### src/adcseq_consts.svh
// constants for the converter sequencer: field widths, phase lengths, clamp codes
`ifndef ADCSEQ_CONSTS_SVH
`define ADCSEQ_CONSTS_SVH
`define ADCSEQ_CLK_HZ        20000000
`define ADCSEQ_CONV_HALF     10'h01b
`define ADCSEQ_SAMP_BASE     10'h002
`define ADCSEQ_FMT_LAST      1'h1
`define ADCSEQ_WARM_BASE     10'h010
`define ADCSEQ_WARM_MAXSEL   3'h5
`define ADCSEQ_ACC_DIRECT    3'h4
`define ADCSEQ_RES_W         5'h10
`define ADCSEQ_SE12_MAX      14'sh0fff
`define ADCSEQ_SE10_MAX      14'sh03ff
`define ADCSEQ_SE_MIN        14'sh0000
`define ADCSEQ_DF12_MAX      14'sh07ff
`define ADCSEQ_DF12_MIN      14'sh3800
`define ADCSEQ_DF10_MAX      14'sh01ff
`define ADCSEQ_DF10_MIN      14'sh3e00
`define ADCSEQ_BITS12        5'h0c
`define ADCSEQ_BITS10        5'h0a
`endif

### src/adcseq_pkg.sv
// types shared by the converter sequencer modules
`default_nettype none
package adcseq_pkg;
  typedef enum logic [2:0] {
    ADCSEQ_IDLE    = 3'b000,
    ADCSEQ_START   = 3'b001,
    ADCSEQ_WARMUP  = 3'b010,
    ADCSEQ_SAMPLE  = 3'b011,
    ADCSEQ_CONVERT = 3'b100,
    ADCSEQ_FORMAT  = 3'b101
  } adcseq_state_t;
  typedef logic signed [13:0] adcseq_raw_t;
  typedef logic signed [19:0] adcseq_acc_t;
endpackage : adcseq_pkg
`default_nettype wire

### src/adcseq_fmt_if.sv
// carrier between the sequencer and its result formatter
`default_nettype none
interface adcseq_fmt_if;
  import adcseq_pkg::*;
  adcseq_raw_t raw_code;
  logic        differential;
  logic        res_10bit;
  logic        left_justify;
  logic [2:0]  acc_sel;
  adcseq_acc_t acc_sum;
  adcseq_raw_t clamped;
  logic [15:0] result;
  modport seq (output raw_code, differential, res_10bit, left_justify, acc_sel, acc_sum,
               input clamped, result);
  modport fmt (input raw_code, differential, res_10bit, left_justify, acc_sel, acc_sum,
               output clamped, result);
endinterface : adcseq_fmt_if
`default_nettype wire

### src/adcseq_fmt.sv
// result formatter: clamps each sample and justifies or truncates the sum
`include "adcseq_consts.svh"
`default_nettype none
module adcseq_fmt (
  adcseq_fmt_if.fmt f   // formatter side of the carrier
);
  import adcseq_pkg::*;

  adcseq_raw_t hi_lim;
  adcseq_raw_t lo_lim;
  logic [4:0]  width;
  logic [4:0]  lshift;
  logic [2:0]  rshift;

  // clamp limits depend on mode and resolution
  always_comb
  begin
    if (f.differential)
    begin
      hi_lim = f.res_10bit ? `ADCSEQ_DF10_MAX : `ADCSEQ_DF12_MAX;
      lo_lim = f.res_10bit ? `ADCSEQ_DF10_MIN : `ADCSEQ_DF12_MIN;
    end
    else
    begin
      hi_lim = f.res_10bit ? `ADCSEQ_SE10_MAX : `ADCSEQ_SE12_MAX;
      lo_lim = `ADCSEQ_SE_MIN;
    end
  end

  // out-of-range codes saturate rather than wrap
  always_comb
  begin
    if (f.raw_code > hi_lim)
      f.clamped = hi_lim;
    else if (f.raw_code < lo_lim)
      f.clamped = lo_lim;
    else
      f.clamped = f.raw_code;
  end

  // sum width grows one bit per doubling of the sample count
  always_comb
  begin
    width  = (f.res_10bit ? `ADCSEQ_BITS10 : `ADCSEQ_BITS12) + {2'h0, f.acc_sel};
    lshift = `ADCSEQ_RES_W - width;
    rshift = f.acc_sel - `ADCSEQ_ACC_DIRECT;
    if (f.acc_sel > `ADCSEQ_ACC_DIRECT)
      f.result = 16'(f.acc_sum >>> rshift);
    else if (f.left_justify)
      f.result = 16'(f.acc_sum <<< lshift);
    else
      f.result = 16'(f.acc_sum);
  end
endmodule : adcseq_fmt
`default_nettype wire

### src/adcseq_top.sv
// converter sequencer: clock prescaler, phase timing, accumulation and result capture
`include "adcseq_consts.svh"
`default_nettype none
module adcseq_top (
  input  wire logic              clock,                    // peripheral clock, 20 MHz
  input  wire logic              reset,                    // async reset, active high
  input  wire logic              enable,                   // converter enable
  input  wire logic              start_conversion_write,   // one-cycle write of one to the command bit
  input  wire logic              start_event,              // event line, asynchronous
  input  wire logic              event_start_enable,       // allow event starts
  input  wire logic              continuous_mode,          // free-running restart
  input  wire logic              differential,             // differential conversion
  input  wire logic              res_10bit,                // 10-bit resolution
  input  wire logic              left_justify,             // left-justify result
  input  wire logic [2:0]        clock_divider_select,     // divide by 2^(n+1)
  input  wire logic [2:0]        accumulation_count_select,// 2^n samples
  input  wire logic [3:0]        sample_delay_select,      // extra sample cycles
  input  wire logic [7:0]        sample_length_extend,     // extra sample cycles
  input  wire logic [2:0]        warmup_delay_select,      // warm-up length code
  input  wire adcseq_pkg::adcseq_raw_t core_code,          // code from analog core
  input  wire logic              result_ready_flag_clear,  // clear ready flag
  output logic                   start_conversion_cmd,     // command bit readback
  output logic                   result_ready_flag,        // sticky ready flag
  output logic                   result_ready_event,       // one-cycle ready event
  output logic [15:0]            converted_value,          // result register
  output logic                   sample_hold,              // analog core sampling
  output logic                   convert_active            // analog core converting
);
  import adcseq_pkg::*;

  adcseq_fmt_if fbus ();
  adcseq_state_t state_r;
  adcseq_state_t state_nxt;
  logic [7:0]  clock_divider_select_cnt_r;
  logic [9:0]  phase_cnt_r;
  logic [9:0]  warm_cnt_r;
  logic        warm_done_r;
  logic [7:0]  samp_idx_r;
  logic        fmt_cnt_r;
  adcseq_acc_t acc_r;
  logic [2:0]  ev_sync_r;
  logic        ev_level_r;
  logic        ev_rise;
  logic        trigger;
  logic        half_tick;
  logic        clock_divider_select_run;
  logic [7:0]  half_len;
  logic [9:0]  samp_half;
  logic        last_sample;
  logic        fmt_last;

  // warm-up length in half conversion cycles; code 0 means none
  function automatic logic [9:0] warm_half(input logic [2:0] sel);
    logic [2:0] s;
    s = (sel > `ADCSEQ_WARM_MAXSEL) ? `ADCSEQ_WARM_MAXSEL : sel;
    warm_half = (s == 3'h0) ? 10'h000 : 10'((`ADCSEQ_WARM_BASE << (s - 3'h1)) << 1);
  endfunction : warm_half

  assign fbus.raw_code     = core_code;
  assign fbus.differential = differential;
  assign fbus.res_10bit    = res_10bit;
  assign fbus.left_justify = left_justify;
  assign fbus.acc_sel      = accumulation_count_select;
  assign fbus.acc_sum      = acc_r;

  adcseq_fmt u_fmt (
    .f (fbus.fmt)
  );

  // three-stage synchroniser; only stages two and three are compared
  always_ff @(posedge clock or posedge reset)
  begin
    if (reset)
    begin
      ev_sync_r  <= 3'h0;
      ev_level_r <= 1'h0;
    end
    else
    begin
      ev_sync_r <= {ev_sync_r[1:0], start_event};
      if (ev_sync_r[1] == ev_sync_r[2])
        ev_level_r <= ev_sync_r[2];
    end
  end

  assign ev_rise = (ev_sync_r[1] == ev_sync_r[2]) && ev_sync_r[2] && !ev_level_r;
  assign trigger = enable && (start_conversion_write || (event_start_enable && ev_rise));

  // half conversion clock ticks; counter held at zero when not timing a phase
  assign half_len  = 8'h01 << clock_divider_select;
  assign clock_divider_select_run = (state_r == ADCSEQ_WARMUP) || (state_r == ADCSEQ_SAMPLE) || (state_r == ADCSEQ_CONVERT);
  assign half_tick = clock_divider_select_run && (clock_divider_select_cnt_r == half_len - 8'h01);
  assign samp_half = 10'((`ADCSEQ_SAMP_BASE + {6'h0, sample_delay_select} + {2'h0, sample_length_extend}) << 1);
  assign last_sample = (samp_idx_r == 8'((8'h01 << accumulation_count_select) - 8'h01));
  assign fmt_last  = (fmt_cnt_r == `ADCSEQ_FMT_LAST);

  always_ff @(posedge clock or posedge reset)
  begin
    if (reset)
      clock_divider_select_cnt_r <= 8'h00;
    else if (!clock_divider_select_run || half_tick)
      clock_divider_select_cnt_r <= 8'h00;
    else
      clock_divider_select_cnt_r <= clock_divider_select_cnt_r + 8'h01;
  end

  // phase sequencing
  always_comb
  begin
    state_nxt = state_r;
    case (state_r)
      ADCSEQ_IDLE:
        if (trigger)
          state_nxt = ADCSEQ_START;
      ADCSEQ_START:
        if (warm_done_r || warm_half(warmup_delay_select) == 10'h000)
          state_nxt = ADCSEQ_SAMPLE;
        else
          state_nxt = ADCSEQ_WARMUP;
      ADCSEQ_WARMUP:
        if (half_tick && warm_cnt_r == 10'h001)
          state_nxt = ADCSEQ_SAMPLE;
      ADCSEQ_SAMPLE:
        if (half_tick && phase_cnt_r == samp_half - 10'h001)
          state_nxt = ADCSEQ_CONVERT;
      ADCSEQ_CONVERT:
        if (half_tick && phase_cnt_r == `ADCSEQ_CONV_HALF - 10'h001)
          state_nxt = ADCSEQ_FORMAT;
      ADCSEQ_FORMAT:
        if (fmt_last)
        begin
          if (!last_sample)
            state_nxt = ADCSEQ_SAMPLE;
          else if (continuous_mode && enable)
            state_nxt = ADCSEQ_START;
          else
            state_nxt = ADCSEQ_IDLE;
        end
      default:
        state_nxt = ADCSEQ_IDLE;
    endcase
    if (!enable)
      state_nxt = ADCSEQ_IDLE;
  end

  always_ff @(posedge clock or posedge reset)
  begin
    if (reset)
      state_r <= ADCSEQ_IDLE;
    else
      state_r <= state_nxt;
  end

  // phase counter restarts on each phase change
  always_ff @(posedge clock or posedge reset)
  begin
    if (reset)
      phase_cnt_r <= 10'h000;
    else if (state_nxt != state_r)
      phase_cnt_r <= 10'h000;
    else if (half_tick)
      phase_cnt_r <= phase_cnt_r + 10'h001;
  end

  // format phase lasts two peripheral cycles
  always_ff @(posedge clock or posedge reset)
  begin
    if (reset)
      fmt_cnt_r <= 1'h0;
    else if (state_r == ADCSEQ_FORMAT)
      fmt_cnt_r <= !fmt_cnt_r;
    else
      fmt_cnt_r <= 1'h0;
  end

  // warm-up runs once per enable; loaded at the first start, so an enable
  // already high when reset lifts still waits for the analog side
  always_ff @(posedge clock or posedge reset)
  begin
    if (reset)
    begin
      warm_cnt_r  <= 10'h000;
      warm_done_r <= 1'h0;
    end
    else if (!enable)
    begin
      warm_cnt_r  <= 10'h000;
      warm_done_r <= 1'h0;
    end
    else if (state_r == ADCSEQ_START && !warm_done_r)
      warm_cnt_r <= warm_half(warmup_delay_select);
    else if (state_r == ADCSEQ_WARMUP && half_tick)
    begin
      warm_cnt_r <= warm_cnt_r - 10'h001;
      if (warm_cnt_r == 10'h001)
        warm_done_r <= 1'h1;
    end
    else if (state_r == ADCSEQ_SAMPLE)
      warm_done_r <= 1'h1;
  end

  // accumulator and sample index; the clamped code is added in the first format cycle
  always_ff @(posedge clock or posedge reset)
  begin
    if (reset)
    begin
      acc_r      <= 20'sh00000;
      samp_idx_r <= 8'h00;
    end
    else if (state_r == ADCSEQ_START)
    begin
      acc_r      <= 20'sh00000;
      samp_idx_r <= 8'h00;
    end
    else if (state_r == ADCSEQ_FORMAT && !fmt_last)
      acc_r <= acc_r + 20'(fbus.clamped);
    else if (state_r == ADCSEQ_FORMAT && fmt_last && !last_sample)
      samp_idx_r <= samp_idx_r + 8'h01;
  end

  // result register and event update at the end of the operation; command bit sets at the start and clears on return to idle
  always_ff @(posedge clock or posedge reset)
  begin
    if (reset)
    begin
      converted_value      <= 16'h0000;
      result_ready_event   <= 1'h0;
      start_conversion_cmd <= 1'h0;
    end
    else
    begin
      result_ready_event <= 1'h0;
      if (state_r == ADCSEQ_FORMAT && fmt_last && last_sample)
      begin
        converted_value    <= fbus.result;
        result_ready_event <= 1'h1;
      end
      if (state_nxt == ADCSEQ_IDLE)
        start_conversion_cmd <= 1'h0;
      else if (state_nxt == ADCSEQ_START || state_r != ADCSEQ_IDLE)
        start_conversion_cmd <= 1'h1;
    end
  end

  // sticky flag; a completion in the clearing cycle still sets it
  always_ff @(posedge clock or posedge reset)
  begin
    if (reset)
      result_ready_flag <= 1'h0;
    else if (state_r == ADCSEQ_FORMAT && fmt_last && last_sample)
      result_ready_flag <= 1'h1;
    else if (result_ready_flag_clear)
      result_ready_flag <= 1'h0;
  end

  // analog core strobes follow the next phase so they line up with it
  always_ff @(posedge clock or posedge reset)
  begin
    if (reset)
    begin
      sample_hold    <= 1'h0;
      convert_active <= 1'h0;
    end
    else
    begin
      sample_hold    <= (state_nxt == ADCSEQ_SAMPLE);
      convert_active <= (state_nxt == ADCSEQ_CONVERT);
    end
  end
endmodule : adcseq_top
`default_nettype wire

### config.mk
export PLATFORM = sky130hd
export DESIGN_NAME = adcseq_top
export DESIGN_NICKNAME = d
export VERILOG_FILES = /design/src/adcseq_pkg.sv /design/src/adcseq_fmt_if.sv /design/src/adcseq_fmt.sv /design/src/adcseq_top.sv
export VERILOG_INCLUDE_DIRS = /design/src /design/src/src
export SDC_FILE = /design/constraint.sdc
export NUM_CORES = 1
export LEC_CHECK = 0
export BUFFER_PORTS_ARGS = -buffer_cell sky130_fd_sc_hd__buf_2
export CAP_MARGIN = 20
export CORE_MARGIN = 4
export CORE_UTILIZATION = 25
export CTS_CLUSTER_DIAMETER = 150
export DETAILED_ROUTE_END_ITERATION = 6
export MAX_ROUTING_LAYER = met4
export SLEW_MARGIN = 20
export SYNTH_ARGS = -nofsm -noshare
export SYNTH_HDL_FRONTEND = slang
export SYNTH_SLANG_ARGS = --single-unit
### constraint.sdc
create_clock -name clock -period 8.9 [get_ports clock]
set_clock_uncertainty 0.1 [all_clocks]
set_input_delay 0.445 -clock clock [delete_from_list [all_inputs] [get_ports clock]]
set_output_delay 0.445 -clock clock [all_outputs]
set_load 0.05 [all_outputs]
======== Word-level counts from Yosys, hierarchy flattened ========
Index checks and enable logic that the tools add are counted.
word-level totals
  flip-flop bits (word level) ............. 86
  input port bits ......................... 46
  logic and storage cells ................. 141
cells by class
  add/sub/neg operators ................... 14
  magnitude comparators ................... 4
  eq/ne operators ......................... 20
  shifts and indexed selects .............. 5
  multiplexer cells ....................... 44
  reduce and logical (&&, ||, !) cells .... 38
operator list
  cell                   number
  $mux 10                6
  $mux 14                4
  $mux 20                2
  $mux 16                2
  $mux 8                 4
  $mux 3                 8
  $mux 11                2
  $add 20x14->20         1
  $sshl 20x5->16         1
  $sshr 20x3->16         1
  $sub 10x1->10 const B  2
  $pmux 3 s6             1
  $add 8x1->8 const B    2
  $eq 8x8->1             2
  $shl 1x3->8 const A    2
  $sub 8x1->8 const B    2
  $logic_and 1x1->1      15
  $gt 14x14->1           1
  $lt 14x14->1           1
  $mux 1                 13
  $mux 12                1
  $add 10x1->10 const B  1
  $eq 10x1->1 const B    1
  $eq 10x10->1           1
  26 further kinds       49

======== Logic depth before layout (Yosys ltp) ========
Gate-level depths: netlist (run 1).
  depth after elaboration ................. 14
  mapped depth ............................ 22
  mapped depth without buffers ............ 21

======== Cells and area by module ========
From an unflattened synthesis (run 1), not the netlist that was laid out.
second synthesis, totals
  cell total of the unflattened synthesis .. 860
  area, all modules ....................... 7472.2 um2
modules (own cells, without submodules)
  module      instances  cells each  area an instance (um2)  seq. area each (um2)
  adcseq_top  1          616         5730.5                  2152.1
  adcseq_fmt  1          244         1741.7                  0.0

======== Worst setup path before layout (run 1) ========
No wires, ideal clock.
  kind .................................... input-to-reg
  from .................................... input differential
  to ...................................... register acc_r[18]
  library setup time ...................... 0.133 ns
  data arrival time ....................... 4.201 ns
  slack ................................... 4.466 ns
  stages on the path ...................... 21
  cell sequence ........................... nand2_1 -> ha_1 -> nor2b_1 -> o21a_1 -> o21ai_0 -> nor3b_1 -> mux2i_1 -> clkbuf_1 -> a21o_1 -> ha_1 -> inv_1 -> fa_1 -> nor2b_1 -> o21a_1 -> a311o_1 -> a21o_1 -> o41ai_1 -> o21ai_0 -> a31oi_1 -> xor2_1 -> o21ai_0
on the way
  longest elaborated chain between the ends .. 7
  elaborated cells on any way between the ends .. 9
  those cells by class .................... add/sub (1); order compare (2); mux (6)
RTL lines
  element               line               source
  from (decl)           adcseq_top.sv:12   input wire logic differential,
  $mux 14               adcseq_fmt.sv:18   if (f.differential)
  $lt 14x14->1          adcseq_fmt.sv:35   else if (f.raw_code < lo_lim)
  $mux 14               adcseq_fmt.sv:35
  $mux 14 (*)           adcseq_fmt.sv:33   if (f.raw_code > hi_lim)
  $add 20x14->20 (*)    adcseq_top.sv:216  acc_r <= acc_r + 20'(fbus.clamped);
  $mux 20 (*)           adcseq_top.sv:215  else if (state_r == ADCSEQ_FORMAT && !fmt_last)
  $mux 20 (*)           adcseq_top.sv:210  else if (state_r == ADCSEQ_START)
  to (signal assigned)  adcseq_top.sv:216
  to (decl)             adcseq_top.sv:40   adcseq_acc_t acc_r;
Mark *: on every way between the ends. The rest lies on a longest branch, timed or not. The select of a mux whose other input is x is not followed.
A chain may end at the register's enable or synchronous reset.

======== Final worst setup path (run 1) ========
  from .................................... input res_10bit
  to ...................................... register acc_r[18]
on the way
  longest elaborated chain between the ends .. 8
  elaborated cells on any way between the ends .. 12
  those cells by class .................... add/sub (1); order compare (2); mux (9)
RTL lines
  element                   line               source
  from (decl)               adcseq_top.sv:13   input wire logic res_10bit,
  $mux 11 (no source line)  n/a
  $mux 14                   adcseq_fmt.sv:18
  $lt 14x14->1              adcseq_fmt.sv:35
  $mux 14                   adcseq_fmt.sv:35
  $mux 14 (*)               adcseq_fmt.sv:33
  $add 20x14->20 (*)        adcseq_top.sv:216
  $mux 20 (*)               adcseq_top.sv:215
  $mux 20 (*)               adcseq_top.sv:210
Marks and branches as above.

==> flow_results.xml, run 1 <==
<?xml version="1.0" encoding="UTF-8"?>
<metrics>
  <group name="grt">
    <metric name="grt_pass1_vias" unit="">5898</metric>
    <metric name="grt_util_met1" unit="%">16.85</metric>
    <metric name="grt_first_pass_wirelength" unit="mm">29.76</metric>
    <metric name="largest_net_degree_at_the_start_of_global_routing" unit="">57</metric>
    <metric name="antenna_violations_before_repair" unit="">1</metric>
    <metric name="grtUsageTotal" unit="%">11.80</metric>
    <metric name="grt_use_met3" unit="%">1.842</metric>
    <metric name="gr_layer_usage_met2" unit="%">17.26</metric>
    <metric name="globalRoute.busiestLayer" unit="">met2</metric>
    <metric name="grt-ovfl-total" unit="">0</metric>
  </group>
  <group name="pwr">
    <metric name="power_per_cell_area" unit="mW/mm^2">126.4</metric>
    <metric name="finalPower" unit="uW">1017</metric>
    <metric name="p_leak" unit="uW">0.003670</metric>
    <metric name="peakVddDrop" unit="mV">0.06996</metric>
  </group>
  <group name="clock_tree">
    <metric name="path_clk_slew" unit="ns">0.07</metric>
    <metric name="clock_sink_count" unit="">85</metric>
    <metric name="cts-hold-fix-buffers" unit="">0</metric>
    <metric name="worst_skew_late_latency" unit="ns">0.36</metric>
    <metric name="ctsResizeCount" unit="">0</metric>
    <metric name="cts-root-to-sink-buffers" unit="">2</metric>
    <metric name="cts_made_buffers" unit="">9</metric>
    <metric name="clockRootBuffer" unit="">clkbuf_16</metric>
    <metric name="tritoncts" unit="">yes</metric>
    <metric name="htree_depth" unit="">3</metric>
    <metric name="cts.repair_timing.setup_buffer_count" unit="">0</metric>
  </group>
  <group name="die">
    <metric name="die_width" unit="um">176.3</metric>
    <metric name="boundaryPins" unit="">67</metric>
    <metric name="design.die.area" unit="sq mm">0.03107</metric>
    <metric name="rows" unit="">61</metric>
    <metric name="core_region_area" unit="sq mm">0.02786</metric>
    <metric name="effective_utilization_at_floorplan" unit="%">25.41</metric>
    <metric name="die_height" unit="um">176.3</metric>
  </group>
  <group name="route">
    <metric name="detail-route-antenna-nets" unit="">0</metric>
    <metric name="route.detailed.vias_per_inst" unit="">4.863</metric>
    <metric name="remaining_drc_errors" unit="">0</metric>
    <metric name="num_vias" unit="">6234</metric>
    <metric name="drt_first_pass_iters" unit="">5</metric>
    <metric name="avgRoutedWirePerCell" unit="um">13.83</metric>
    <metric name="detailedRoute.firstIterationViolations" unit="">342</metric>
    <metric name="wirelength" unit="mm">17.74</metric>
  </group>
  <group name="setup_path">
    <metric name="crit_fanout" unit="">15</metric>
    <metric name="crit_start_category" unit="">primary input</metric>
    <metric name="criticalPathCategory" unit="">in2reg</metric>
    <metric name="r2r_start" unit="">acc_r[0]</metric>
    <metric name="worstPathArrival" unit="ns">4.68</metric>
    <metric name="end_kind" unit="">flop</metric>
    <metric name="critical_path_required" unit="ns">9.01</metric>
    <metric name="regToRegSetupSlack" unit="ns">5.70</metric>
    <metric name="setup.worst_path.start" unit="">res_10bit</metric>
  </group>
  <group name="yosys">
    <metric name="yosysSeqAreaShare" unit="%">30.05</metric>
    <metric name="synth_seq_cells" unit="">85</metric>
    <metric name="synth.net_count" unit="">958</metric>
    <metric name="netlist_top_cells_area" unit="">dfrtp_1, ha_1, o21ai_0</metric>
    <metric name="post-synth-top-area-fraction" unit="%">30.05</metric>
    <metric name="synth-async-reset-ratio" unit="%">100.0</metric>
    <metric name="netlist.top_cell.by_area" unit="">dfrtp_1</metric>
    <metric name="yosysMostFrequentCell" unit="">nand2_1</metric>
    <metric name="post_synth_inst_count" unit="">861</metric>
    <metric name="synth_top_flop_cell" unit="">dfrtp_1</metric>
    <metric name="synth-edff-count" unit="">0</metric>
    <metric name="synth.cells.most_frequent" unit="">nand2_1, dfrtp_1, nor2_1, o21ai_0, a21oi_1</metric>
    <metric name="synth_warnings" unit="">0</metric>
    <metric name="syn-cell-area" unit="sq mm">0.007078</metric>
    <metric name="synth_cell_types" unit="">70</metric>
    <metric name="syn_area_per_cell" unit="sq um">8.221</metric>
  </group>
  <group name="sta">
    <metric name="max_slew_margin" unit="%">40.66</metric>
    <metric name="fmaxAchievable" unit="MHz">218.8</metric>
    <metric name="final-hold-violation-count" unit="">0</metric>
    <metric name="final.setup.tns" unit="ns">0</metric>
    <metric name="worst-slew-pin-transition" unit="ns">0.8902</metric>
    <metric name="finalCriticalPeriod" unit="ns">4.570</metric>
    <metric name="final_period_utilization" unit="%">51.34</metric>
    <metric name="timing.final.max_slew_violations" unit="">0</metric>
    <metric name="rsz0062_at_grt" unit="">false</metric>
    <metric name="setup_viol_count_final" unit="">0</metric>
  </group>
  <group name="cells_and_area">
    <metric name="area_delta_synth_final" unit="%">13.66</metric>
    <metric name="share_of_final_layout_standard_cells_stronger_than_drive_strength_1" unit="%">11.96</metric>
    <metric name="net_count_of_the_finished_layout" unit="">995</metric>
  </group>
  <group name="placed_design">
    <metric name="port-buffer-count" unit="">66</metric>
    <metric name="detailed_place_hpwl" unit="mm">13.49</metric>
    <metric name="routabilityCongestion" unit="">0.8953</metric>
  </group>
  <group name="outcome">
    <metric name="run_status" unit="">finished, final reports clean</metric>
  </group>
  <group name="job">
    <metric name="drv.max_cap_violation_count" unit="">0</metric>
  </group>
  <group name="worst_hold_path">
    <metric name="timing.hold.worst.class" unit="">in2async</metric>
  </group>
</metrics>
## final timing paths
| path | end | cells after the start |
|---|---|---|
| min in group clock | ev_sync_r[0] | 1 |
| max in group asynchronous | samp_idx_r[1] | 3 |
| max | acc_r[18] | 22 |
| max reg2reg | acc_r[18] | 12 |
| min | result_ready_flag | 2 |
| min reg2reg | ev_sync_r[1] | 0 |
## routing by layer
metal  vias up  routed length [um]
li1       3185                   -
met1      2916                9271
met2       115                7537
met3        18                 664
met4         0                 263
met5         -                   0
## through the flow
step	hold slack (ns)	setup WS [ns]	util, %	cells	instance area [sq um]
6_report	0.01413	4.330	28.88	1282	8045
3_5_place_dp	0.2347	3.972	27.80	1265	7744
5_1_grt	0.06979	3.929	28.88	1282	8045
2_1_floorplan	0.2312	4.466	-	861	7078
3_3_place_gp	0.2335	4.092	27.80	1265	7744
4_1_cts	0.03323	4.323	28.87	1281	8043
## where the power goes
| part | switching, uW | internal [uW] | leakage [uW] |
|---|---|---|---|
| Sequential | 8.90 | 392 | 0.00117 |
| Clock | 179 | 198 | 0.000141 |
| Combinational | 145 | 93.2 | 0.00236 |
## logic make-up (layout without fill, tap and decap cells)
kind of cell	after synthesis	after routing	synth area share (%)
xor+xnor	63	63	8.008
fa+ha+maj	51	51	9.440
mux	36	36	5.887
buf+inv	89	131	4.879
compound gates	241	241	21.60
flops	85	85	30.05
simple gates	296	296	20.13
other cells	0	1	0
## flip-flops by register name, summed over array words and instances, names as in the netlist
name and cells:
warm_cnt_r 10, samp_idx_r 8, converted_value 16, convert_active 1, start_conversion_cmd 1, clock_divider_select_cnt_r 8
ev_sync_r 3, fmt_cnt_r 1, sample_hold 1, warm_done_r 1, phase_cnt_r 10, state_r 3
result_ready_event 1, acc_r 19, result_ready_flag 1, ev_level_r 1
## cell usage in the layout (no fill, tap or decap), drive strengths merged, types with 15 or more instances in the layout
cell,Yosys,routed
a21o,19,19
mux2i,27,27
nand4,16,16
xnor2,24,24
xor2,38,38
inv,43,46
nor2,74,74
o21ai,72,72
a211oi,18,18
nand3,42,42
ha,47,47
o22ai,15,15
dfrtp,85,85
a21oi,56,56
nand2,87,87
buf,10,72
## critical path, cell delays in order
cell     delay (ns)
buf_2          0.15
nand2_1        0.11
ha_1           0.27
nor2b_1        0.13
o21a_1         0.16
o21ai_0        0.24
nor3b_1        0.24
mux2i_1        0.10
buf_4          0.19
a21o_1         0.19
ha_1           0.19
inv_1          0.07
fa_1           0.21
nor2b_1        0.06
o21a_1         0.18
a311o_1        0.42
a21o_1         0.20
o41ai_1        0.41
o21ai_0        0.24
a31oi_1        0.24
xor2_1         0.15
o21ai_0        0.08
## cell type report
cell class	count	area [sq um]
tap	378	473.0
sequential	85	2127
fill	2976	19810
multi-input combinational	687	4606
inverter	43	162.7
clock inverter	7	73.82
antenna	1	2.502
clock buffer	9	225.2
timing repair buffer	72	375.4
(Power assumes the default switching activity.)
==> run 2, diff against run 1 <==
--- a/config.mk
+++ b/config.mk
@@ -6,6 +6,7 @@
 export SDC_FILE = /design/constraint.sdc
 export NUM_CORES = 1
 export LEC_CHECK = 0
+export ABC_AREA = 1
 export BUFFER_PORTS_ARGS = -buffer_cell sky130_fd_sc_hd__buf_2
 export CAP_MARGIN = 20
 export CORE_MARGIN = 4
==> constraint.sdc (replaced) <==
create_clock -name clock -period 4.65 [get_ports clock]
set_clock_uncertainty 0.1 [all_clocks]
set_input_delay 0.2325 -clock clock [delete_from_list [all_inputs] [get_ports clock]]
set_output_delay 0.2325 -clock clock [all_outputs]
set_load 0.05 [all_outputs]
==> run 2 against run 1 <==
Critical path depth is 2 higher; non-clock buffer count up 5; die area grew 4.1%; clock power is 110% higher; power is 110% higher; combinational power rose by 140%; core utilization increased by 0.44 points; design area up 5.4%; count of clock-buffer cells in the layout increased by 2; wire length grew 15%; largest cell class unchanged; largest power group is now the clock network; highest routed layer unchanged.
==> flow_results.xml, run 2 <==
<?xml version="1.0" encoding="UTF-8"?>
<metrics>
  <group name="cells_and_area">
    <metric name="most_common_library_cell_in_the_layout_ignoring_fill_and_taps" unit="">nand2_1</metric>
    <metric name="final_cell_mix" unit="">nand2_1, inv_1, o21ai_0</metric>
    <metric name="final_cell_area" unit="sq mm">0.008483</metric>
    <metric name="filler_cell_count" unit="">3169</metric>
    <metric name="net_count_of_the_finished_layout" unit="">1229</metric>
    <metric name="largest_register_ffs" unit="">19</metric>
    <metric name="finalNonFillerCells" unit="">1521</metric>
    <metric name="largest_register" unit="">acc_r</metric>
    <metric name="layout_top_registers" unit="">acc_r x19, converted_value x16</metric>
    <metric name="share_of_final_layout_standard_cells_stronger_than_drive_strength_1" unit="%">12.24</metric>
    <metric name="area_delta_synth_final" unit="%">14.92</metric>
    <metric name="finalCoreUtilization" unit="%">29.32</metric>
  </group>
  <group name="grt">
    <metric name="largest_net_degree_at_the_start_of_global_routing" unit="">56</metric>
    <metric name="antenna_violations_before_repair" unit="">1</metric>
    <metric name="grtUsageTotal" unit="%">12.85</metric>
    <metric name="grt_first_pass_wirelength" unit="mm">34.00</metric>
    <metric name="grt_pass1_vias" unit="">6766</metric>
    <metric name="grt-ovfl-total" unit="">0</metric>
  </group>
  <group name="sta">
    <metric name="rsz0062_at_grt" unit="">false</metric>
    <metric name="setup_viol_count_final" unit="">0</metric>
    <metric name="worst-slew-pin-transition" unit="ns">0.7499</metric>
    <metric name="fmaxAchievable" unit="MHz">275.2</metric>
    <metric name="final.setup.tns" unit="ns">0</metric>
    <metric name="final-hold-violation-count" unit="">0</metric>
    <metric name="max_slew_margin" unit="%">50.01</metric>
    <metric name="final_period_utilization" unit="%">78.14</metric>
    <metric name="final_hold_slack" unit="ns">0.1504</metric>
    <metric name="finalCriticalPeriod" unit="ns">3.633</metric>
    <metric name="timing.final.max_slew_violations" unit="">0</metric>
  </group>
  <group name="yosys">
    <metric name="syn-cell-area" unit="sq mm">0.007382</metric>
    <metric name="synth.net_count" unit="">1166</metric>
    <metric name="synth.cells.most_frequent" unit="">nand2_1, inv_1, o21ai_0, nor2_1, dfrtp_1</metric>
    <metric name="synth-async-reset-ratio" unit="%">100.0</metric>
    <metric name="post_synth_inst_count" unit="">1069</metric>
    <metric name="yosysMostFrequentCell" unit="">nand2_1</metric>
    <metric name="yosysSeqAreaShare" unit="%">28.81</metric>
    <metric name="netlist.top_cell.by_area" unit="">dfrtp_1</metric>
    <metric name="synth_seq_cells" unit="">85</metric>
    <metric name="syn_area_per_cell" unit="sq um">6.906</metric>
    <metric name="netlist_top_cells_area" unit="">dfrtp_1, nand2_1, ha_1</metric>
    <metric name="synth-edff-count" unit="">0</metric>
    <metric name="synth_top_flop_cell" unit="">dfrtp_1</metric>
    <metric name="synth_cell_types" unit="">54</metric>
    <metric name="synth_warnings" unit="">0</metric>
    <metric name="post-synth-top-area-fraction" unit="%">28.81</metric>
  </group>
  <group name="clock_tree">
    <metric name="cts-root-to-sink-buffers" unit="">2</metric>
    <metric name="ctsResizeCount" unit="">0</metric>
    <metric name="clock_sink_count" unit="">85</metric>
    <metric name="cts_made_buffers" unit="">9</metric>
    <metric name="path_clk_slew" unit="ns">0.07</metric>
    <metric name="cts.repair_timing.setup_buffer_count" unit="">0</metric>
    <metric name="tritoncts" unit="">yes</metric>
    <metric name="clockRootBuffer" unit="">clkbuf_16</metric>
    <metric name="worst_skew_late_latency" unit="ns">0.35</metric>
    <metric name="htree_depth" unit="">3</metric>
    <metric name="cts-hold-fix-buffers" unit="">2</metric>
  </group>
  <group name="placed_design">
    <metric name="routabilityCongestion" unit="">0.9090</metric>
    <metric name="place.detailed.instances" unit="">1502</metric>
    <metric name="placedInstanceArea" unit="sq mm">0.008134</metric>
    <metric name="port-buffer-count" unit="">66</metric>
    <metric name="detailed_place_hpwl" unit="mm">16.03</metric>
  </group>
  <group name="setup_path">
    <metric name="crit_start_category" unit="">primary input</metric>
    <metric name="cp_common_cell" unit="">nand2_1</metric>
    <metric name="cp_cell_sequence" unit="">buf_2 -&gt; inv_1 -&gt; ha_1 -&gt; a21oi_1 -&gt; o221ai_1 -&gt; nand2_1 -&gt; o21a_1 -&gt; clkinv_1 -&gt; nand2_1 -&gt; nand2_1 -&gt; ha_1 -&gt; nand2_1 -&gt; nand2_1 -&gt; nand3_1 -&gt; nand3b_1 -&gt; nand3_1 -&gt; nand2_1 -&gt; a21boi_0 -&gt; o21ai_1 -&gt; a21oi_1 -&gt; o21ai_0 -&gt; nand2_1 -&gt; nand2_1 -&gt; o22ai_1</metric>
    <metric name="critical-path-top-delay-family" unit="">compound AO/OA/AOI/OAI gates</metric>
    <metric name="critical_path_required" unit="ns">4.77</metric>
    <metric name="worst_r2r_endpoint" unit="">acc_r[17]</metric>
    <metric name="rr_worst_depth" unit="">14</metric>
    <metric name="worstPathArrival" unit="ns">3.75</metric>
    <metric name="critical_path.max_stage_delay" unit="ns">0.36</metric>
    <metric name="regToRegSetupSlack" unit="ns">2.00</metric>
    <metric name="r2r_start" unit="">acc_r[2]</metric>
    <metric name="slowest_stage" unit="">ha_1</metric>
    <metric name="end_kind" unit="">flop</metric>
    <metric name="criticalPathCategory" unit="">in2reg</metric>
    <metric name="crit_fanout" unit="">10</metric>
    <metric name="critical_path_buf_inv_count" unit="">3</metric>
  </group>
  <group name="die">
    <metric name="boundaryPins" unit="">67</metric>
    <metric name="design.die.area" unit="sq mm">0.03234</metric>
    <metric name="rows" unit="">62</metric>
    <metric name="die_height" unit="um">179.8</metric>
    <metric name="die_width" unit="um">179.8</metric>
    <metric name="core_region_area" unit="sq mm">0.02894</metric>
    <metric name="effective_utilization_at_floorplan" unit="%">25.51</metric>
  </group>
  <group name="route">
    <metric name="wirelength" unit="mm">20.46</metric>
    <metric name="avgRoutedWirePerCell" unit="um">13.45</metric>
    <metric name="detailedRoute.firstIterationViolations" unit="">439</metric>
    <metric name="route.detailed.vias_per_inst" unit="">4.751</metric>
    <metric name="num_vias" unit="">7226</metric>
    <metric name="remaining_drc_errors" unit="">0</metric>
    <metric name="detail-route-antenna-nets" unit="">0</metric>
    <metric name="drt_first_pass_iters" unit="">5</metric>
  </group>
  <group name="outcome">
    <metric name="run_status" unit="">finished, final reports clean</metric>
  </group>
  <group name="pwr">
    <metric name="power.clock.fraction" unit="%">37.1</metric>
    <metric name="seq_power_share" unit="%">36.1</metric>
    <metric name="peakVddDrop" unit="mV">0.1890</metric>
    <metric name="p_int" unit="uW">1429</metric>
    <metric name="power.share.combinational" unit="%">26.8</metric>
    <metric name="power_per_cell_area" unit="mW/mm^2">253.7</metric>
    <metric name="power.switching_fraction" unit="%">33.61</metric>
    <metric name="p_leak" unit="uW">0.004086</metric>
    <metric name="switchingPower" unit="uW">723.3</metric>
  </group>
  <group name="worst_hold_path">
    <metric name="worst_hold_end" unit="">warm_cnt_r[6]</metric>
    <metric name="hold_crit_depth" unit="">4</metric>
    <metric name="hold_path_startpoint" unit="">warmup_delay_select[0]</metric>
    <metric name="timing.hold.worst.class" unit="">in2reg</metric>
  </group>
  <group name="job">
    <metric name="drv.max_cap_violation_count" unit="">0</metric>
  </group>
</metrics>
run 2: changes by cell type in the layout (fill, tap and decap cells not counted), moves of 14 or more:
cell      previous run  this run
mux2i_1             27         1
nand2_1             87       240
inv_1               42       141
nand3_1             42        66
o21ai_0             70        95
a211oi_1            17         1
xor2_1              38        24
nor2_1              74        90
xnor2_1             24         3
a21o_1              19         1
run 2: tightest hold or removal path: cells and delay by family:
family / cells / cell delay [ns]
buffers and inverters: 1 / 0.08
AOI/OAI and AO/OA: 2 / 0.13
and+or+nand+nor: 1 / 0.11
run 2: final cells by class:
class                   instances  area [sq um]  area share [%]
diodes                          1         2.502         0.02950
clock buffers                  11         242.7           2.861
clock inverters                 4         72.57          0.8555
inverters                     148         558.0           6.578
multi-input cells             811          4579           53.98
flip-flops and latches         85          2127           25.07
well taps                     384         480.5           5.664
repair buffers                 77         420.4           4.956
run 2: worst max-delay path by stage:
stage            startpoint         to  slack [ns]  cells after the start
3_5_place_dp      res_10bit  acc_r[17]        0.65                     22
6_report       differential  acc_r[17]        1.02                     24
4_1_cts           res_10bit  acc_r[17]        1.03                     22
5_1_grt           res_10bit  acc_r[17]        0.51                     23
2_1_floorplan  differential  acc_r[17]        1.32                     22
3_3_place_gp      res_10bit  acc_r[17]        0.79                     23
run 2: logic make-up (layout without fill, tap and decap cells):
family	after synthesis	after routing	share of synthesized area (%)
compound gates	244	244	19.44
xor+xnor	27	27	3.203
fa+ha+maj	51	51	9.051
buf+inv	173	240	9.153
flops	85	85	28.81
mux	1	1	0.1356
other cells	0	1	0
simple gates	488	488	30.20
run 2: stage by stage:
step	worst slack, ns	power (uW)
3_3_place_gp	0.7853	1356
2_1_floorplan	1.322	1213
3_5_place_dp	0.6456	1361
6_report	1.017	2152
5_1_grt	0.5137	2286
4_1_cts	1.035	2168
run 2: power by group through the flow:
stage,Sequential [uW],Clock [uW],Combinational (uW)
after floorplan,791,0,422
after global placement,790,0,566
after detailed placement,790,0,571
after CTS,776,817,576
after global routing,779,848,659
final,776,799,577
run 2: routing by layer:
metal  up-vias  track usage, %  wire length [um]
met5         -               -                 0
met4         0           3.170               313
met3        23           2.061              1067
met2       167           19.54              8911
met1      3293           17.93             10170
li1       3743               -                 -
==> run 3, diff against run 2 <==
==> constraint.sdc (replaced) <==
create_clock -name clock -period 3.7 [get_ports clock]
set_clock_uncertainty 0.1 [all_clocks]
set_input_delay 0.185 -clock clock [delete_from_list [all_inputs] [get_ports clock]]
set_output_delay 0.185 -clock clock [all_outputs]
set_load 0.05 [all_outputs]
==> run 3 against run 2 <==
Die area unchanged; combinational power up 28%; critical path depth shrank 2; worst setup slack got worse by 0.60 ns; register-to-register slack got worse by 0.76 ns; sequential power increased by 26%; non-clock buffer count increased by 11; sequential share of layout area down 0.20 points; core utilization rose by 0.23 points; design area increased by 0.80%; critical endpoint is now acc_r[15]; largest power group is now registers.
==> flow_results.xml, run 3 (synthesized netlist as in run 2, its figures left out) <==
<?xml version="1.0" encoding="UTF-8"?>
<metrics>
  <group name="outcome">
    <metric name="run_status" unit="">finished, final reports clean</metric>
  </group>
  <group name="cells_and_area">
    <metric name="final_cell_area" unit="sq mm">0.008551</metric>
    <metric name="share_of_final_layout_standard_cells_stronger_than_drive_strength_1" unit="%">13.16</metric>
    <metric name="largest_register" unit="">acc_r</metric>
    <metric name="filler_cell_count" unit="">3153</metric>
    <metric name="most_common_library_cell_in_the_layout_ignoring_fill_and_taps" unit="">nand2_1</metric>
    <metric name="largest_register_ffs" unit="">19</metric>
    <metric name="seqCellArea" unit="sq mm">0.002127</metric>
    <metric name="final_cell_mix" unit="">nand2_1, inv_1, o21ai_0</metric>
    <metric name="multi_input_area" unit="sq mm">0.004587</metric>
    <metric name="layout_top_registers" unit="">acc_r x19, converted_value x16</metric>
    <metric name="net_count_of_the_finished_layout" unit="">1240</metric>
    <metric name="area_delta_synth_final" unit="%">15.83</metric>
    <metric name="finalNonFillerCells" unit="">1532</metric>
  </group>
  <group name="job">
    <metric name="drv.max_cap_violation_count" unit="">0</metric>
  </group>
  <group name="pwr">
    <metric name="seq_power_share" unit="%">36.8</metric>
    <metric name="power_per_cell_area" unit="mW/mm^2">309.9</metric>
    <metric name="finalPower" unit="uW">2650</metric>
    <metric name="power.share.combinational" unit="%">27.9</metric>
    <metric name="switchingPower" unit="uW">890.5</metric>
    <metric name="peakVddDrop" unit="mV">0.2244</metric>
    <metric name="p_int" unit="uW">1760</metric>
    <metric name="power.switching_fraction" unit="%">33.60</metric>
    <metric name="p_leak" unit="uW">0.004134</metric>
    <metric name="power.clock.fraction" unit="%">35.3</metric>
  </group>
  <group name="worst_hold_path">
    <metric name="hold_path_startpoint" unit="">warmup_delay_select[0]</metric>
    <metric name="timing.hold.worst.class" unit="">in2reg</metric>
    <metric name="worst_hold_end" unit="">warm_cnt_r[6]</metric>
    <metric name="hold_crit_depth" unit="">4</metric>
  </group>
  <group name="route">
    <metric name="num_vias" unit="">7214</metric>
    <metric name="avgRoutedWirePerCell" unit="um">13.31</metric>
    <metric name="dr_wl_met3" unit="um">838</metric>
    <metric name="drt_first_pass_iters" unit="">5</metric>
    <metric name="detail-route-antenna-nets" unit="">0</metric>
    <metric name="route.detailed.vias_per_inst" unit="">4.709</metric>
    <metric name="detailedRoute.firstIterationViolations" unit="">503</metric>
    <metric name="met2WireLength" unit="mm">9.052</metric>
    <metric name="wirelength" unit="mm">20.39</metric>
    <metric name="route.layer.met1.wl" unit="mm">10.11</metric>
    <metric name="remaining_drc_errors" unit="">0</metric>
    <metric name="routed.top_layer" unit="">met4</metric>
  </group>
  <group name="clock_tree">
    <metric name="clockRootBuffer" unit="">clkbuf_16</metric>
    <metric name="cts_made_buffers" unit="">9</metric>
    <metric name="tritoncts" unit="">yes</metric>
    <metric name="path_clk_slew" unit="ns">0.06</metric>
    <metric name="clock_sink_count" unit="">85</metric>
    <metric name="cts-root-to-sink-buffers" unit="">2</metric>
    <metric name="cts.repair_timing.setup_buffer_count" unit="">0</metric>
    <metric name="worst_skew_late_latency" unit="ns">0.35</metric>
    <metric name="htree_depth" unit="">3</metric>
  </group>
  <group name="setup_path">
    <metric name="critical_path_required" unit="ns">3.87</metric>
    <metric name="crit_fanout" unit="">5</metric>
    <metric name="end_kind" unit="">flop</metric>
    <metric name="critical-path-top-delay-family" unit="">compound AO/OA/AOI/OAI gates</metric>
    <metric name="critical_path_buf_inv_count" unit="">4</metric>
    <metric name="critical_path.max_stage_delay" unit="ns">0.37</metric>
    <metric name="worst_r2r_endpoint" unit="">acc_r[17]</metric>
    <metric name="slowest_stage" unit="">ha_1</metric>
    <metric name="worstPathArrival" unit="ns">3.46</metric>
    <metric name="rr_worst_depth" unit="">13</metric>
    <metric name="crit_start_category" unit="">primary input</metric>
    <metric name="regToRegSetupSlack" unit="ns">1.24</metric>
    <metric name="criticalPathCategory" unit="">in2reg</metric>
    <metric name="r2r_start" unit="">acc_r[2]</metric>
    <metric name="cp_cell_sequence" unit="">buf_2 -&gt; inv_1 -&gt; ha_1 -&gt; nand2_1 -&gt; o221ai_1 -&gt; nand2_1 -&gt; o21a_1 -&gt; buf_4 -&gt; o21ai_0 -&gt; ha_1 -&gt; nand3_1 -&gt; nor2_1 -&gt; nand3b_1 -&gt; nand3_1 -&gt; nand2_1 -&gt; a21boi_1 -&gt; o21ai_2 -&gt; a21oi_1 -&gt; inv_1 -&gt; a21oi_1 -&gt; o21ai_0 -&gt; o21ai_0</metric>
  </group>
  <group name="die">
    <metric name="design.die.area" unit="sq mm">0.03234</metric>
    <metric name="boundaryPins" unit="">67</metric>
    <metric name="core_region_area" unit="sq mm">0.02894</metric>
    <metric name="rows" unit="">62</metric>
    <metric name="die_height" unit="um">179.8</metric>
    <metric name="effective_utilization_at_floorplan" unit="%">25.51</metric>
    <metric name="die_width" unit="um">179.8</metric>
  </group>
  <group name="grt">
    <metric name="largest_net_degree_at_the_start_of_global_routing" unit="">39</metric>
    <metric name="grtUsageTotal" unit="%">12.82</metric>
    <metric name="grt_pass1_vias" unit="">6996</metric>
    <metric name="grt-ovfl-total" unit="">0</metric>
    <metric name="antenna_violations_before_repair" unit="">1</metric>
    <metric name="grt_first_pass_wirelength" unit="mm">34.04</metric>
  </group>
  <group name="placed_design">
    <metric name="port-buffer-count" unit="">66</metric>
    <metric name="placedInstanceArea" unit="sq mm">0.008217</metric>
    <metric name="detailed_place_hpwl" unit="mm">16.35</metric>
    <metric name="place.detailed.instances" unit="">1513</metric>
    <metric name="routabilityCongestion" unit="">0.9217</metric>
    <metric name="dp_slack" unit="ns">-0.06731</metric>
  </group>
  <group name="sta">
    <metric name="final.setup.worst_slack" unit="ns">0.4178</metric>
    <metric name="worst-slew-pin-transition" unit="ns">0.4998</metric>
    <metric name="final-hold-violation-count" unit="">0</metric>
    <metric name="timing.final.max_slew_violations" unit="">0</metric>
    <metric name="final_hold_slack" unit="ns">0.09900</metric>
    <metric name="setup_viol_count_final" unit="">0</metric>
    <metric name="max_slew_margin" unit="%">66.64</metric>
    <metric name="final_period_utilization" unit="%">88.71</metric>
    <metric name="finalCriticalPeriod" unit="ns">3.282</metric>
    <metric name="fmaxAchievable" unit="MHz">304.7</metric>
    <metric name="rsz0062_at_grt" unit="">false</metric>
  </group>
</metrics>
run 3: cell count changes in the layout (fill, tap and decap cells not counted), sizes merged:
cell / previous run / this run
clkbuf: 11 / 14
buf: 74 / 85
clkinvlp: 1 / 0
clkinv: 3 / 2
bufinv: 2 / 1
run 3: power groups by stage:
stage               Clock [uW]  Sequential, uW  Combinational, uW
global placement             0             992                724
CTS                        959             975                736
global route               992             979                845
finish                     936             976                739
floorplan                    0             994                531
detailed placement           0             992                730
run 3: worst min-delay path, stage by stage:
cell	delay [ns]
buf_2	0.08
a21oi_1	0.05
nand4_1	0.11
a31oi_1	0.08
run 3: metal layers:
layer  GRT usage, %  up-vias
li1               -     3755
met1          17.16     3286
met2          20.09      151
met3          1.597       22
met4          4.480        0
met5              -        -
run 3: stage by stage:
step	util [%]	TNS, ns
2_1_floorplan	-	0
3_3_place_gp	28.40	0
3_5_place_dp	28.40	-0.1753
4_1_cts	29.52	0
5_1_grt	29.55	0
6_report	29.55	0
run 3: worst max path at each step:
stage	start	endpoint	slack [ns]	cells past startpoint
finish	differential	acc_r[15]	0.42	22
global route	differential	acc_r[17]	0.12	22
CTS	differential	acc_r[14]	0.30	23
detailed placement	differential	acc_r[14]	-0.07	23
global placement	res_10bit	acc_r[17]	0.09	23
floorplan	differential	acc_r[17]	0.42	22
run 3: layout make-up:
type,instances,share of cell area (%)
antenna,1,0.02927
clock buffer,14,3.088
clock inverter,1,0.3512
inverter,148,6.512
multi-input combinational,811,53.64
sequential,85,24.88
tap,384,5.619
timing repair buffer,88,5.882
run 3: repair_timing:
item,CTS,global route
hold buffers,3,0
endpoints found under the hold margin,27,0
gates resized for setup,0,5
endpoints found under the setup margin,0,4
